<file path="src/tgn_pkg.sv">
// Package for the amplifier gain network configuration bank.
// Assumes a 32-bit classic Wishbone bus and byte addresses as printed.
package tgn_pkg;

  localparam int ADDR_W = 16;
  localparam int DATA_W = 32;
  localparam int SEL_W = 4;
  localparam int NUM_REGS = 3;

  // Byte addresses of the three registers
  localparam logic [15:0] GAIN_NET_OFFSET = 16'h20F0;
  localparam logic [15:0] ELEC_PATH_OFFSET = 16'h20F8;
  localparam logic [15:0] BIAS_SEL_OFFSET = 16'h20FC;

  // Reset values
  localparam logic [31:0] GAIN_NET_RESET = 32'h0000000F;
  localparam logic [31:0] ELEC_PATH_RESET = 32'h000000FF;
  localparam logic [31:0] BIAS_SEL_RESET = 32'h00000000;

  // Writable bits; all others are reserved and read zero
  localparam logic [31:0] GAIN_NET_WMASK = 32'h00001FFF;
  localparam logic [31:0] ELEC_PATH_WMASK = 32'h000000FF;
  localparam logic [31:0] BIAS_SEL_WMASK = 32'h00000003;

  // Field positions in the gain network register, then the electrode path and bias select field widths
  localparam int GAIN_RES_LSB = 0;
  localparam int GAIN_RES_W = 4;
  localparam int DIODE_SW_BIT = 4;
  localparam int FB_CAP_LSB = 5;
  localparam int FB_CAP_W = 8;
  localparam int ELEC_RES_W = 8;
  localparam int BIAS_SEL_W = 2;
  localparam int GAIN_STEPS = 8;

  // Special electrode path codes
  localparam logic [7:0] ELEC_DISCONNECT = 8'hFF;
  localparam logic [7:0] ELEC_SHORT_BOTH = 8'h97;

  // Positive input select codes
  localparam logic [1:0] BIAS_INTERNAL = 2'h0;
  localparam logic [1:0] BIAS_DAC_ZERO = 2'h1;

  // Feedback capacitor in pF, five bits wide
  localparam logic [4:0] CAP_1PF = 5'h01;
  localparam logic [4:0] CAP_2PF = 5'h02;
  localparam logic [4:0] CAP_4PF = 5'h04;
  localparam logic [4:0] CAP_8PF = 5'h08;
  localparam logic [4:0] CAP_16PF = 5'h10;

  localparam logic [31:0] UNMAPPED_READ = 32'h00000000;

  typedef struct packed {
    logic cyc;
    logic stb;
    logic we;
    logic [ADDR_W-1:0] adr;
    logic [SEL_W-1:0] sel;
    logic [DATA_W-1:0] dat;
  } tgn_wb_req_t;

  // Decoded analog switch controls
  typedef struct packed {
    logic [GAIN_STEPS-1:0] gain_res_en;
    logic gain_res_open;
    logic diode_sw_on;
    logic [4:0] fb_cap_pf;
    logic fb_cap_unused;
    logic [ELEC_RES_W-1:0] elec_res_code;
    logic elec_disconnect;
    logic elec_short_both;
    logic bias_internal_en;
    logic bias_dac_zero_en;
    logic bias_reserved;
  } tgn_analog_t;

  typedef enum logic [1:0] {
    TGN_IDLE = 2'b01,
    TGN_ACK = 2'b10
  } tgn_bus_state_t;

endpackage

</file>
<file path="src/tgn_reg_slot.sv">
// One configuration register with a reset value and a writable-bit mask.
// Assumes the caller qualifies wr_i with the bus handshake.
`timescale 1ns/10ps
module tgn_reg_slot #(
  parameter logic [31:0] RESET_VAL = 32'h00000000,
  parameter logic [31:0] WMASK = 32'hFFFFFFFF
) (
  input wire logic clk_i,
  input wire logic rst_i,
  input wire logic ce_i,
  input wire logic wr_i,
  input wire logic [3:0] sel_i,
  input wire logic [31:0] wdata_i,
  output logic [31:0] q_o
);

  logic [31:0] value;
  logic [31:0] next_value;
  logic [31:0] lane_mask;

  always_comb begin
    lane_mask = {{8{sel_i[3]}}, {8{sel_i[2]}}, {8{sel_i[1]}}, {8{sel_i[0]}}} & WMASK;
    next_value = value;
    if (wr_i) begin
      next_value = (value & ~lane_mask) | (wdata_i & lane_mask);
    end
  end

  always_ff @(posedge clk_i) begin
    if (rst_i) begin
      value <= RESET_VAL;
    end else if (ce_i) begin
      value <= next_value;
    end
  end

  assign q_o = value & WMASK;

endmodule

</file>
<file path="src/tgn_config_bank.sv">
// Configuration bank of the high speed amplifier gain network, with a
// classic Wishbone slave and decoded analog switch controls.
// Assumes the bus master holds a request until it sees ack.
// Function
// - Gain resistor codes 0 to 7 each close one resistor, codes 8 and up leave it open.
// - The gain network register resets to 0x0000000F.
// - The feedback capacitor field maps 0,1,2,4,8,16 to 1,2,4,8,16,2 pF, the top codes unused.
// - Bit 4 set closes the diode switch across the gain resistor, clear keeps it open.
// - The electrode path field resets to 0xFF, both resistors off; software sets T9/T10 first.
// - Bias select 00 picks the internal bias node, 01 the DAC zero output, others reserved.
// - The bias select register resets to all zeros.
// - Electrode path code 0x97 shorts both the load and gain resistors.
//
// Chosen here: register access over Wishbone.
`timescale 1ns/10ps
module tgn_config_bank (
  input wire logic clk_i,
  input wire logic rst_i,
  input wire logic ce_i,
  input wire logic wb_cyc_i,
  input wire logic wb_stb_i,
  input wire logic wb_we_i,
  input wire logic [tgn_pkg::ADDR_W-1:0] wb_adr_i,
  input wire logic [tgn_pkg::SEL_W-1:0] wb_sel_i,
  input wire logic [tgn_pkg::DATA_W-1:0] wb_dat_i,
  output logic [tgn_pkg::DATA_W-1:0] wb_dat_o,
  output logic wb_ack_o,
  output tgn_pkg::tgn_analog_t analog_o
);

  localparam logic [15:0] OFFSETS [tgn_pkg::NUM_REGS] = '{
    tgn_pkg::GAIN_NET_OFFSET, tgn_pkg::ELEC_PATH_OFFSET, tgn_pkg::BIAS_SEL_OFFSET};
  localparam logic [31:0] RESETS [tgn_pkg::NUM_REGS] = '{
    tgn_pkg::GAIN_NET_RESET, tgn_pkg::ELEC_PATH_RESET, tgn_pkg::BIAS_SEL_RESET};
  localparam logic [31:0] WMASKS [tgn_pkg::NUM_REGS] = '{
    tgn_pkg::GAIN_NET_WMASK, tgn_pkg::ELEC_PATH_WMASK, tgn_pkg::BIAS_SEL_WMASK};

  tgn_pkg::tgn_wb_req_t req;
  tgn_pkg::tgn_bus_state_t state;
  tgn_pkg::tgn_bus_state_t next_state;
  logic [tgn_pkg::DATA_W-1:0] rdata;
  logic [tgn_pkg::DATA_W-1:0] next_rdata;
  logic [tgn_pkg::NUM_REGS-1:0] hit;
  logic [tgn_pkg::NUM_REGS-1:0] wr;
  logic [31:0] regq [tgn_pkg::NUM_REGS];
  logic [31:0] read_mux;
  tgn_pkg::tgn_analog_t analog;
  tgn_pkg::tgn_analog_t next_analog;

  assign req = '{cyc: wb_cyc_i, stb: wb_stb_i, we: wb_we_i, adr: wb_adr_i,
                 sel: wb_sel_i, dat: wb_dat_i};

  // Resets of the three registers come from the slot parameters
  genvar g;
  generate
    for (g = 0; g < tgn_pkg::NUM_REGS; g++) begin : g_regs
      assign hit[g] = (req.adr == OFFSETS[g]);
      // Write lands on the edge where the master samples ack
      assign wr[g] = hit[g] && req.we && req.cyc && req.stb && (state == tgn_pkg::TGN_ACK);
      tgn_reg_slot #(
        .RESET_VAL(RESETS[g]),
        .WMASK(WMASKS[g])
      ) u_slot (
        .clk_i(clk_i),
        .rst_i(rst_i),
        .ce_i(ce_i),
        .wr_i(wr[g]),
        .sel_i(req.sel),
        .wdata_i(req.dat),
        .q_o(regq[g])
      );
    end
  endgenerate

  // Unmapped addresses are acked and read zero, writes to them are dropped
  always_comb begin
    read_mux = tgn_pkg::UNMAPPED_READ;
    for (int i = 0; i < tgn_pkg::NUM_REGS; i++) begin
      if (hit[i]) begin
        read_mux = regq[i];
      end
    end
  end

  // Bus handshake: request seen in idle, ack one cycle later for one cycle
  always_comb begin
    next_state = state;
    next_rdata = rdata;
    unique case (state)
      tgn_pkg::TGN_IDLE: begin
        if (req.cyc && req.stb) begin
          next_state = tgn_pkg::TGN_ACK;
          next_rdata = read_mux;
        end
      end
      tgn_pkg::TGN_ACK: begin
        next_state = tgn_pkg::TGN_IDLE;
      end
      default: begin
        next_state = tgn_pkg::TGN_IDLE;
      end
    endcase
  end

  always_ff @(posedge clk_i) begin
    if (rst_i) begin
      state <= tgn_pkg::TGN_IDLE;
      rdata <= 32'h00000000;
    end else if (ce_i) begin
      state <= next_state;
      rdata <= next_rdata;
    end
  end

  assign wb_ack_o = (state == tgn_pkg::TGN_ACK) && req.cyc && req.stb;
  assign wb_dat_o = rdata;

  // Switch decode; T9/T10 routing is owned by another register, so the
  // gain resistor enables here are only meaningful once software has set it
  always_comb begin
    logic [3:0] gcode;
    logic [7:0] ccode;
    logic [7:0] ecode;
    logic [1:0] bcode;
    gcode = regq[0][tgn_pkg::GAIN_RES_LSB +: tgn_pkg::GAIN_RES_W];
    ccode = regq[0][tgn_pkg::FB_CAP_LSB +: tgn_pkg::FB_CAP_W];
    ecode = regq[1][tgn_pkg::ELEC_RES_W-1:0];
    bcode = regq[2][tgn_pkg::BIAS_SEL_W-1:0];
    next_analog = '0;
    if (gcode[3]) begin
      next_analog.gain_res_open = 1'b1;
    end else begin
      next_analog.gain_res_en[gcode[2:0]] = 1'b1;
    end
    next_analog.diode_sw_on = regq[0][tgn_pkg::DIODE_SW_BIT];
    unique case (ccode)
      8'h00: next_analog.fb_cap_pf = tgn_pkg::CAP_1PF;
      8'h01: next_analog.fb_cap_pf = tgn_pkg::CAP_2PF;
      8'h02: next_analog.fb_cap_pf = tgn_pkg::CAP_4PF;
      8'h04: next_analog.fb_cap_pf = tgn_pkg::CAP_8PF;
      8'h08: next_analog.fb_cap_pf = tgn_pkg::CAP_16PF;
      8'h10: next_analog.fb_cap_pf = tgn_pkg::CAP_2PF;
      // Unused and multi-bit codes keep the smallest capacitor as a safe value
      default: begin
        next_analog.fb_cap_pf = tgn_pkg::CAP_1PF;
        next_analog.fb_cap_unused = 1'b1;
      end
    endcase
    next_analog.elec_res_code = ecode;
    next_analog.elec_disconnect = (ecode == tgn_pkg::ELEC_DISCONNECT);
    next_analog.elec_short_both = (ecode == tgn_pkg::ELEC_SHORT_BOTH);
    next_analog.bias_internal_en = (bcode == tgn_pkg::BIAS_INTERNAL);
    next_analog.bias_dac_zero_en = (bcode == tgn_pkg::BIAS_DAC_ZERO);
    next_analog.bias_reserved = bcode[1];
  end

  // Registered so the analog switches never see decode glitches
  always_ff @(posedge clk_i) begin
    if (rst_i) begin
      analog <= '0;
    end else if (ce_i) begin
      analog <= next_analog;
    end
  end

  assign analog_o = analog;

endmodule

</file>
<file path="config.mk">
export PLATFORM = sky130hd
export DESIGN_NAME = tgn_config_bank
export DESIGN_NICKNAME = d
export VERILOG_FILES = /design/src/tgn_pkg.sv /design/src/tgn_reg_slot.sv /design/src/tgn_config_bank.sv
export SDC_FILE = /design/constraint.sdc
export NUM_CORES = 1
export LEC_CHECK = 0
export ABC_CLOCK_PERIOD_IN_PS = 2200
export BUFFER_PORTS_ARGS = -buffer_cell sky130_fd_sc_hd__buf_2
export CAP_MARGIN = 10
export CORE_MARGIN = 2
export CORE_UTILIZATION = 35
export CTS_CLUSTER_DIAMETER = 30
export CTS_CLUSTER_SIZE = 40
export DETAILED_ROUTE_END_ITERATION = 7
export PLACE_DENSITY = 0.62
export SLEW_MARGIN = 20
export SYNTH_ARGS = -nofsm -noshare
export SYNTH_HDL_FRONTEND = slang
export SYNTH_SLANG_ARGS = --single-unit
</file>
<file path="constraint.sdc">
create_clock -name clk_i -period 2.2 [get_ports clk_i]
set_input_delay 0.11 -clock clk_i [delete_from_list [all_inputs] [get_ports clk_i]]
set_output_delay 0.11 -clock clk_i [all_outputs]
set_load 0.01 [all_outputs]
</file>
==> results of run 1 <==
==> final timing paths <==
kind                 from     endpoint
max          wb_adr_i[15]     register
min          wb_dat_i[11]     register
max reg2reg      state[0]     register
min reg2reg   wb_dat_o[7]  wb_dat_o[7]
==> final cells by class <==
class / instances / share of cell area, %
clock buffer: 10 / 3.85
clock inverter: 6 / 1.78
multi-input combinational: 238 / 39.8
inverter: 1 / 0.105
tap: 105 / 3.67
sequential: 67 / 37.5
timing repair buffer: 90 / 13.4
==> routing by layer <==
metal,wire length (µm),vias to the layer above
li1,-,1286
met1,3460,1218
met2,3370,83
met3,490,4
met4,63,0
met5,0,-
==> cell families (layout without fill, tap and decap cells) <==
group	count (synthesis)	after routing	share of synthesized area, %
xor+xnor	2	2	0.599
simple gates	128	128	22.7
buf+inv	39	107	7.75
flops	67	67	45.9
other cells	1	19	0.128
compound gates	57	57	11.9
mux	32	32	11.0
==> placed cells by master (no fill, tap or decap), types with 8 or more instances in the layout <==
cell / instances
buf_4: 11
conb_1: 19
mux2i_1: 31
nand2_1: 22
o21ai_0: 17
a21oi_1: 20
nand4_1: 13
buf_2: 79
nand3_1: 8
dfxtp_1: 67
clkbuf_8: 10
nor2_1: 49
==> power by group <==
group	total, µW	internal, µW	switching (µW)
logic	179	67.4	111
registers	1240	1230	9.59
clock network	1040	554	484
==> worst register-to-register path, stage by stage, from the launching register on <==
cell and delay [ns]:
dfxtp_1 0.33, and4b_1 0.43, nand3_1 0.11, or3_1 0.32
buf_4 0.20, mux2i_1 0.13
==> through the flow <==
step	setup slack [ns]	hold WS [ns]	instance area, µm²
after floorplan	0.192	0.262	2990
after global placement	0.146	0.375	3380
after detailed placement	0.120	0.376	3380
after CTS	0.485	0.00244	3580
after global routing	0.422	0.0134	3580
final	0.476	0.0192	3580
==> metrics.md, run 1 <==
| Metric | Value |
|---|---|
| Cell Area, Synth | slightly below 3000 µm² |
| Max H-tree Level | 3 |
| First-pass GRT wire length | roughly 12 mm |
| Max Transition Viols Final | 0 |
| Final cell count without fillers | 517 |
| CTS max path bufs | 2 |
| Clock buffer count from CTS | 9 |
| Die ar. | 9100 µm² |
| Top area cells in the synthesized netlist | dfxtp_1 (46%), mux2i_1 (11%), nor2_1 (6.3%) |
| Status | completed |
| Synth Warn # | 0 |
| Rows | 33 |
| P per Cell Area | just under 700 nW/µm² |
| Relative slew margins | about two thirds |
| Crit end category | register |
| Number of library cell types mapped by synthesis | 39 |
| Vias in the first global route | approximately 2.4k |
| Critical Path RT | 2.42 ns |
| Remaining antenna violation count after routing | 0 |
| # hold bufs at CTS | 0 |
| Number of max-cap violations | 0 |
| Reg2Reg Depth | 5 |
| IO buf count | roughly 80 |
| ANT cells | 0 |
| I/O pin count | 120 |
| Setup slack, reg-to-reg | between 0.5 and 0.6 ns |
| Grt total ovfl | 0 |
| Final Hold Viols | 0 |
| Setup Skew | between 0.009 and 0.01 ns |
| Nets | roughly 470 |
| TritonCTS clock tree | done |
| Final Util | about 44% |
| GR peak layer | met2 |
| Met2 Use GR | a little over a quarter |
| Primary FF master, synth | dfxtp_1 |
| WP data arrival | 1.95 ns |
| Slowest stage delay, CP | 0.53 ns |
| Clock Sinks | 67 |
| Worst path depth | 6 |
| Syn Inst Count | between 300 and 400 |
| GPL Wtd Cong | about 0.77 |
| Commonest cells in the netlist | dfxtp_1 (67), nor2_1 (49), mux2i_1 (31) |
| CP Max Fanout | 8 |
| VDD IR-drop max | ~0.00035 V |
| Synth area leader | dfxtp_1 |
| Worst Path Buf+Inv | 2 |
| Type of the worst min-delay path | in2reg |
| Async S/R FF share, synth | 0% |
| #FFs+latches synth | 67 |
| Worst-Skew Late Latency | roughly 0.34 ns |
| Worst Setup Path Type | in2reg |
| CP max stage cell | or4b_1 |
| Initial DRC Count | 93 |
| Final Power | 2460 µW |
| CTS resizes | 0 |
| Crit path launch type | input port |
| DR vias/cell | 5.01 |
| Sequential Area | 1340 µm² |
| GRT Resource Usage Total | between 10% and 20% |
| Final period util | a little under 80% |
| Leakage | between 0.0015 and 0.002 µW |
| # fillers | between 800 and 900 |
| Hold Path Cell Cnt | 3 |
| Cells after DPL | about 500 |
| Core Footprint | 8180 µm² |
| Antenna violations before repair | 0 |
| Layout cells sized above 1 | 26.7% |
| Post-synthesis sequential area ratio | approximately 46% |
| Die height | 95.4 µm |
| Drt pass-1 iters | 4 |
| Area share of the largest cell type after synthesis | a little under half |
| Cell with the most instances after synthesis | dfxtp_1 |
| Vias post-DR | between 2k and 3k |
| DIE WIDTH | around 95 µm |
| Routed WL | about 7.4 mm |
| Tmin final | 1.72 ns |
| Buffer count from post-CTS setup fixing | 0 |
| WL/cell | between 10 and 15 µm |
| Final setup vio count | 0 |
| Number of remaining DRC errors | 0 |
| Post-synth EDFFs | 0 |
| Setup_tns | 0 ns |
| Multi-input logic area | ~1400 µm² |
| Clock transition at path regs | approximately 0.080 ns |
| Critical path cell sequence | buf_2, or4b_1, or4_4, or3_1, buf_4, mux2i_1 |
| P&R area growth vs syn | 22.4% |
| Worst Max-Slew Pin Slew | around 0.50 ns |
| Met1 usage | between 20% and 30% |
| Avg Cell Area, Syn | around 9.0 µm² |
| FMAX | slightly below 600 MHz |
| Hpwl dp | about 5.3 mm |
| RSZ-0062 raised after global routing | no |
| Crit-path leading delay family | simple AND/OR/NAND/NOR gates |
| Root Buffer | clkbuf_8 |
| Initial Util | a little over a third |
| Pin count of the biggest net entering global routing | between 40 and 50 |
| M3 GR Usage | 4.27% |
Power figures use the tool's default switching activity.
==> inputs of run 2 (changes only) <==
ABC_CLOCK_PERIOD_IN_PS = 1800   (was 2200)
PLACE_DENSITY = 0.59   (was 0.62)
clock period = 1.8 ns   (was 2.2 ns; I/O delays follow)
==> run 2 against run 1 <==
  * Sequential cell count unchanged
  * Highest routed layer unchanged
  * Design area grew 2.3%
  * Via count up 1.0%
  * Worst setup slack worse by 0.32 ns
  * Utilization grew 1.0 points
  * Final cell count rose by 1.9%
  * Clock skew decreased by 0.0045 ns
  * Clock-buffer cell count rose by 1
  * Critical path depth up 1
==> metrics.md, run 2 (synthesis results as in run 1) <==
| Metric | Value |
|---|---|
| Status | completed (unchanged) |
| Root Buffer | clkbuf_8 (unchanged) |
| # fillers | 833 (was 860) |
| Vias in the first global route | 2,362 (was 2,383) |
| Critical Path RT | 2.07 ns (was 2.42 ns) |
| Number of remaining DRC errors | 0 (unchanged) |
| Worst Setup Path Type | in2reg (unchanged) |
| I/O pin count | 120 (unchanged) |
| Worst Path Buf+Inv | 3 (was 2) |
| Clk pwr share | 41.5% (was 42.3%) |
| Crit-path leading delay family | simple AND/OR/NAND/NOR gates (unchanged) |
| Tmin final | between 1.5 and 2 ns |
| Max Transition Viols Final | 0 (unchanged) |
| Clock transition at path regs | 0.07 ns (was 0.08 ns) |
| Setup Skew | 0.00510 ns (was 0.00956 ns) |
| WL/cell | 14.1 µm (was 14.3 µm) |
| Grt total ovfl | 0 (unchanged) |
| Met2 WL | 3.39 mm (was 3.37 mm) |
| Cell mode on critical path | buf_4 |
| Final period util | around 91% |
| Worst-Skew Late Latency | 0.35 ns (was 0.34 ns) |
| Vias post-DR | 2,618 (was 2,591) |
| WP data arrival | 1.92 ns (was 1.95 ns) |
| RSZ-0062 raised after global routing | no (unchanged) |
| Nets | 475 (was 465) |
| Remaining antenna violation count after routing | 0 (unchanged) |
| IO buf count | 79 (unchanged) |
| Initial Util | 35.8% (unchanged) |
| P per Cell Area | 813 nW/µm² (was 686 nW/µm²) |
| Crit path launch type | input port (unchanged) |
| DIE WIDTH | 95.4 µm (unchanged) |
| Die ar. | 9100 µm² (unchanged) |
| Die height | 95.4 µm (unchanged) |
| Number of max-cap violations | 0 (unchanged) |
| Non-Filler Cell Area, Final | 3660 µm² (was 3580 µm²) |
| Critical path cell sequence | buf_2, or4b_1, or4_4, buf_4, nor3_2, buf_4, mux2i_1 (was buf_2, or4b_1, or4_4, or3_1, buf_4, mux2i_1) |
| Sequential share of power | 50.9% (was 50.5%) |
| Multi-input logic area | 1430 µm² (was 1420 µm²) |
| Internal | 2260 µW (was 1850 µW) |
| Combinational share of power | 7.6% (was 7.3%) |
| Worst Max-Slew Pin Slew | 0.611 ns (was 0.499 ns) |
| GPL Wtd Cong | 0.826 (was 0.773) |
| TritonCTS clock tree | done (unchanged) |
| ANT cells | 0 (unchanged) |
| Drt pass-1 iters | 4 (unchanged) |
| Commonest non-fill, non-tap cell in the layout | buf_2 (unchanged) |
| Final Hold Viols | 0 (unchanged) |
| P&R area growth vs syn | 25.3% (was 22.4%) |
| Final cell count without fillers | 527 (was 517) |
| Layout cells sized above 1 | 28.0% (was 26.7%) |
| NetSw | 712 µW (was 605 µW) |
| Most frequent cells in the layout | buf_2 (79), dfxtp_1 (67), nor2_1 (49) (unchanged) |
| Met3 routed WL | 437 µm (was 490 µm) |
| Sequential Area | 1340 µm² (unchanged) |
| DR vias/cell | 4.97 (was 5.01) |
| Slowest stage delay, CP | 0.54 ns (was 0.53 ns) |
| CP Max Fanout | 11 (was 8) |
| Switching Share | 23.9% (was 24.6%) |
| Final setup vio count | 0 (unchanged) |
| Max Used Layer | met4 (unchanged) |
| Crit end category | register (unchanged) |
| Core Footprint | 8180 µm² (unchanged) |
| Max H-tree Level | 3 (unchanged) |
| Post-Route M1 WL | 3.41 mm (was 3.46 mm) |
| Rows | 33 (unchanged) |
| FMAX | approximately 610 MHz |
| Hpwl dp | 5.53 mm (was 5.34 mm) |
| Type of the worst min-delay path | in2reg (unchanged) |
| DP Area | 3440 µm² (was 3380 µm²) |
| Pin count of the biggest net entering global routing | 38 (was 48) |
| Cells after DPL | 509 (was 501) |
| Relative slew margins | 59.3% (was 66.4%) |
| Leakage | 0.00170 µW (was 0.00164 µW) |
| CP max stage cell | or4b_1 (unchanged) |
| CTS max path bufs | 2 (unchanged) |
| Initial DRC Count | 101 (was 93) |
| First-pass GRT wire length | 11.8 mm (was 11.6 mm) |
| VDD IR-drop max | 0.000262 V (was 0.000355 V) |
| Routed WL | 7.41 mm (was 7.38 mm) |
| Final Power | 2970 µW (was 2460 µW) |
| GRT Resource Usage Total | 17.1% (was 16.6%) |
| Antenna violations before repair | 0 (unchanged) |
| Clock Sinks | 67 (unchanged) |
| Clock buffer count from CTS | 9 (unchanged) |
==> run 2: layer usage <==
| layer | GRT usage, % | vias up |
|---|---|---|
| li1 | - | 1310 |
| met5 | 0 | - |
| met1 | 22.7 | 1209 |
| met2 | 26.3 | 86 |
| met4 | 8.57 | 0 |
| met3 | 3.32 | 13 |
==> run 2: final timing paths <==
path,from,end,slack [ns],depth (start not counted)
setup / recovery,wb_adr_i[15],register,0.16,7
hold / removal,wb_dat_i[11],register,0.01,3
setup reg to reg,register,analog_o[13],0.25,4
hold reg to reg,wb_dat_o[4],wb_dat_o[4],0.45,2
==> run 2: per-stage QoR <==
stage          setup WS, ns  hold WS (ns)  setup TNS, ns  util (%)
6_report              0.155        0.0120              0      44.8
5_1_grt              0.0817        0.0180              0      44.8
4_1_cts              0.0332       0.00561              0      44.7
3_5_place_dp         -0.200         0.359          -2.95      42.1
3_3_place_gp         -0.180         0.360          -2.74      42.1
2_1_floorplan        -0.127         0.242          -1.53         -
==> run 2: timing repair <==
item                       CTS  global route
setup endpoints to repair    0            13
hold buffers                 2             0
resized for setup            0             1
buffers inserted             0             0
hold endpoints to repair     2             0
==> run 2: worst register-to-register path, delay by kind of cell, from the launching register on <==
kind             cells  cell delay, ns
AO/OA/AOI/OAI        2            0.37
flip-flops           1            0.32
AND/OR/NAND/NOR      2            0.75
==> run 2: cell type report <==
cell class,instances,area share [%]
clock inverter,5,1.44
tap,105,3.59
clock buffer,11,3.86
multi-input combinational,238,39.1
timing repair buffer,100,15.2
sequential,67,36.6
inverter,1,0.103
==> run 2: power groups by stage <==
stage / Sequential [µW] / Combinational (µW) / Clock (µW)
floorplan: 1560 / 145 / 0
global placement: 1550 / 221 / 0
detailed placement: 1550 / 223 / 0
CTS: 1510 / 227 / 1260
global route: 1520 / 253 / 1330
finish: 1510 / 227 / 1230
==> inputs of run 3 (changes only) <==
CORE_UTILIZATION = 48   (was 35)
PLACE_DENSITY = 0.78   (was 0.59)
==> run 3 against run 2 <==
  * Wire length fell by 1.5%
  * Critical path depth unchanged
  * Worst hold slack better by 0.013 ns
  * Sequential share of layout area fell by 0.19 points
  * Via count grew 2.9%
  * Final cell count down 5.3%
  * Utilization grew 18 points
  * Clock-buffer cell count grew 1
  * Die area shrank 26%
  * Largest cell class unchanged
==> metrics.md, run 3 (synthesis results as in run 1) <==
| Metric | Value |
|---|---|
| Worst-Skew Late Latency | 0.35 ns (about the same) |
| Number of max-cap violations | 0 (unchanged) |
| Max Transition Viols Final | 0 (unchanged) |
| Non-Filler Cell Area, Final | 3680 µm² (was 3660 µm²) |
| Final cell count without fillers | 499 (was 527) |
| Hold Path Cell Cnt | 3 (unchanged) |
| Die height | 82.0 µm (was 95.4 µm) |
| CTS max path bufs | 2 (unchanged) |
| Core Footprint | 5890 µm² (was 8180 µm²) |
| Reg2Reg Depth | 4 (unchanged) |
| CP Max Fanout | 11 (unchanged) |
| Type of the worst min-delay path | in2reg (unchanged) |
| Crit end category | register (unchanged) |
| P per Cell Area | 863 nW/µm² (was 813 nW/µm²) |
| Crit path launch type | input port (unchanged) |
| Cells after DPL | 478 (was 509) |
| Layout cells sized above 1 | 27.6% (was 28.0%) |
| DIE WIDTH | 82.0 µm (was 95.4 µm) |
| Hpwl dp | 5.25 mm (was 5.53 mm) |
| Number of remaining DRC errors | 0 (unchanged) |
| Relative slew margins | 58.4% (was 59.3%) |
| Clock Sinks | 67 (unchanged) |
| Cell mode on critical path | buf_4 (unchanged) |
| First-pass GRT wire length | 11.3 mm (was 11.8 mm) |
| I/O pin count | 120 (unchanged) |
| Worst Setup Path Type | in2reg (unchanged) |
| ANT cells | 0 (unchanged) |
| Pin count of the biggest net entering global routing | 35 (was 38) |
| Critical path cell sequence | buf_2, or4b_1, or4_4, buf_4, nor3_2, buf_4, mux2i_1 (unchanged) |
| Max H-tree Level | 3 (unchanged) |
| VDD IR-drop max | 0.000548 V (was 0.000262 V) |
| Final Util | 62.5% (was 44.8%) |
| Final Hold Viols | 0 (unchanged) |
| DP Area | 3400 µm² (was 3440 µm²) |
| FMAX | 598 MHz (was 608 MHz) |
| Vias post-DR | 2,693 (was 2,618) |
| Leakage | 0.00172 µW (was 0.00170 µW) |
| Die ar. | 6730 µm² (was 9100 µm²) |
| Rows | 28 (was 33) |
| Slowest stage delay, CP | 0.54 ns (about the same) |
| GPL Wtd Cong | 0.778 (was 0.826) |
| DR vias/cell | 5.40 (was 4.97) |
| Origin of the worst min-delay path | wb_dat_i[5] (was wb_dat_i[11]) |
| GRT Resource Usage Total | 22.8% (was 17.1%) |
| Vias in the first global route | 2,455 (was 2,362) |
| Initial Util | 49.7% (was 35.8%) |
| Final period util | 93.0% (was 91.4%) |
| Critical Path RT | 2.07 ns (about the same) |
| Nets | 477 (was 475) |
| CTS resizes | 0 (unchanged) |
| Most frequent cells in the layout | buf_2 (79), dfxtp_1 (67), nor2_1 (49) (unchanged) |
| Grt total ovfl | 0 (unchanged) |
| WL/cell | 14.6 µm (was 14.1 µm) |
| Remaining antenna violation count after routing | 0 (unchanged) |
| Reg2reg end | analog_o[14] (was analog_o[13]) |
| Worst Max-Slew Pin Slew | 0.624 ns (was 0.611 ns) |
| Status | completed (unchanged) |
| RSZ-0062 raised after global routing | no (unchanged) |
| Initial DRC Count | 139 (was 101) |
| Root Buffer | clkbuf_8 (unchanged) |
| P&R area growth vs syn | 25.9% (was 25.3%) |
| Antenna violations before repair | 0 (unchanged) |
| IO buf count | 79 (unchanged) |
| Tmin final | 1.67 ns (was 1.64 ns) |
| TritonCTS clock tree | done (unchanged) |
| CP max stage cell | or4b_1 (unchanged) |
| Setup slack, reg-to-reg | 0.21 ns (was 0.25 ns) |
| WP data arrival | 1.95 ns (was 1.92 ns) |
| Clock buffer count from CTS | 9 (unchanged) |
| Setup Skew | 0.00549 ns (was 0.00510 ns) |
| Final setup vio count | 0 (unchanged) |
| Routed WL | 7.30 mm (was 7.41 mm) |
| Commonest non-fill, non-tap cell in the layout | buf_2 (unchanged) |
| Drt pass-1 iters | 4 (unchanged) |
| Clock transition at path regs | 0.07 ns (about the same) |
[run 3: cell types whose count changed in the layout (fill, tap and decap cells not counted)]
cell	change
dlygate4sd3_1	+3
clkinv_2	-2
buf_4	-1
bufinv_16	+1
clkbuf_8	+1
[run 3: final cells by class]
class	count	area, µm²
Fill cell	498	2210
Multi-Input combinational cell	238	1430
Sequential cell	67	1340
Timing Repair Buffer	102	581
Clock buffer	12	155
Tap cell	75	93.8
Clock inverter	4	72.6
Inverter	1	3.75
[run 3: critical path: cells and delay by family]
kind	cells	cell delay, ns
buf+inv	3	0.46
mux	1	0.18
simple gates	3	1.22
[run 3: where the power goes]
part | total (µW) | switching (µW) | internal (µW)
Clock | 1430 | 571 | 854
Sequential | 1520 | 12.1 | 1500
Combinational | 234 | 141 | 92.6
[run 3: stage by stage]
stage                     hold slack, ns  setup slack (ns)  power [µW]  setup TNS (ns)
final                             0.0252             0.127        3170               0
after floorplan                    0.242            -0.127        1700           -1.53
after global placement             0.358            -0.160        1760           -2.33
after CTS                         0.0115           0.00408        3180               0
after detailed placement           0.359            -0.228        1770           -3.39
after global routing              0.0274            0.0220        3270               0
[run 3: what timing repair did]
action                                 CTS  global route
endpoints found under the hold margin    5             0
hold buffers                             5             0
setup buffers                            0             0
[run 3: worst max-delay path by stage]
stage	from	end	depth (start not counted)
6_report	wb_adr_i[15]	register	7
5_1_grt	wb_adr_i[15]	register	7
4_1_cts	state[1]	wb_dat_o[9]	3
3_5_place_dp	wb_adr_i[15]	register	7
3_3_place_gp	wb_adr_i[15]	register	7
2_1_floorplan	wb_adr_i[15]	register	6
[run 3: layer usage]
| layer | wire length [µm] | vias up | track usage (%) |
|---|---|---|---|
| li1 | - | 1311 | - |
| met1 | 3290 | 1262 | 28.6 |
| met2 | 3390 | 103 | 35.4 |
| met3 | 444 | 17 | 5.49 |
| met4 | 177 | 0 | 13.3 |
| met5 | 0 | - | 0 |
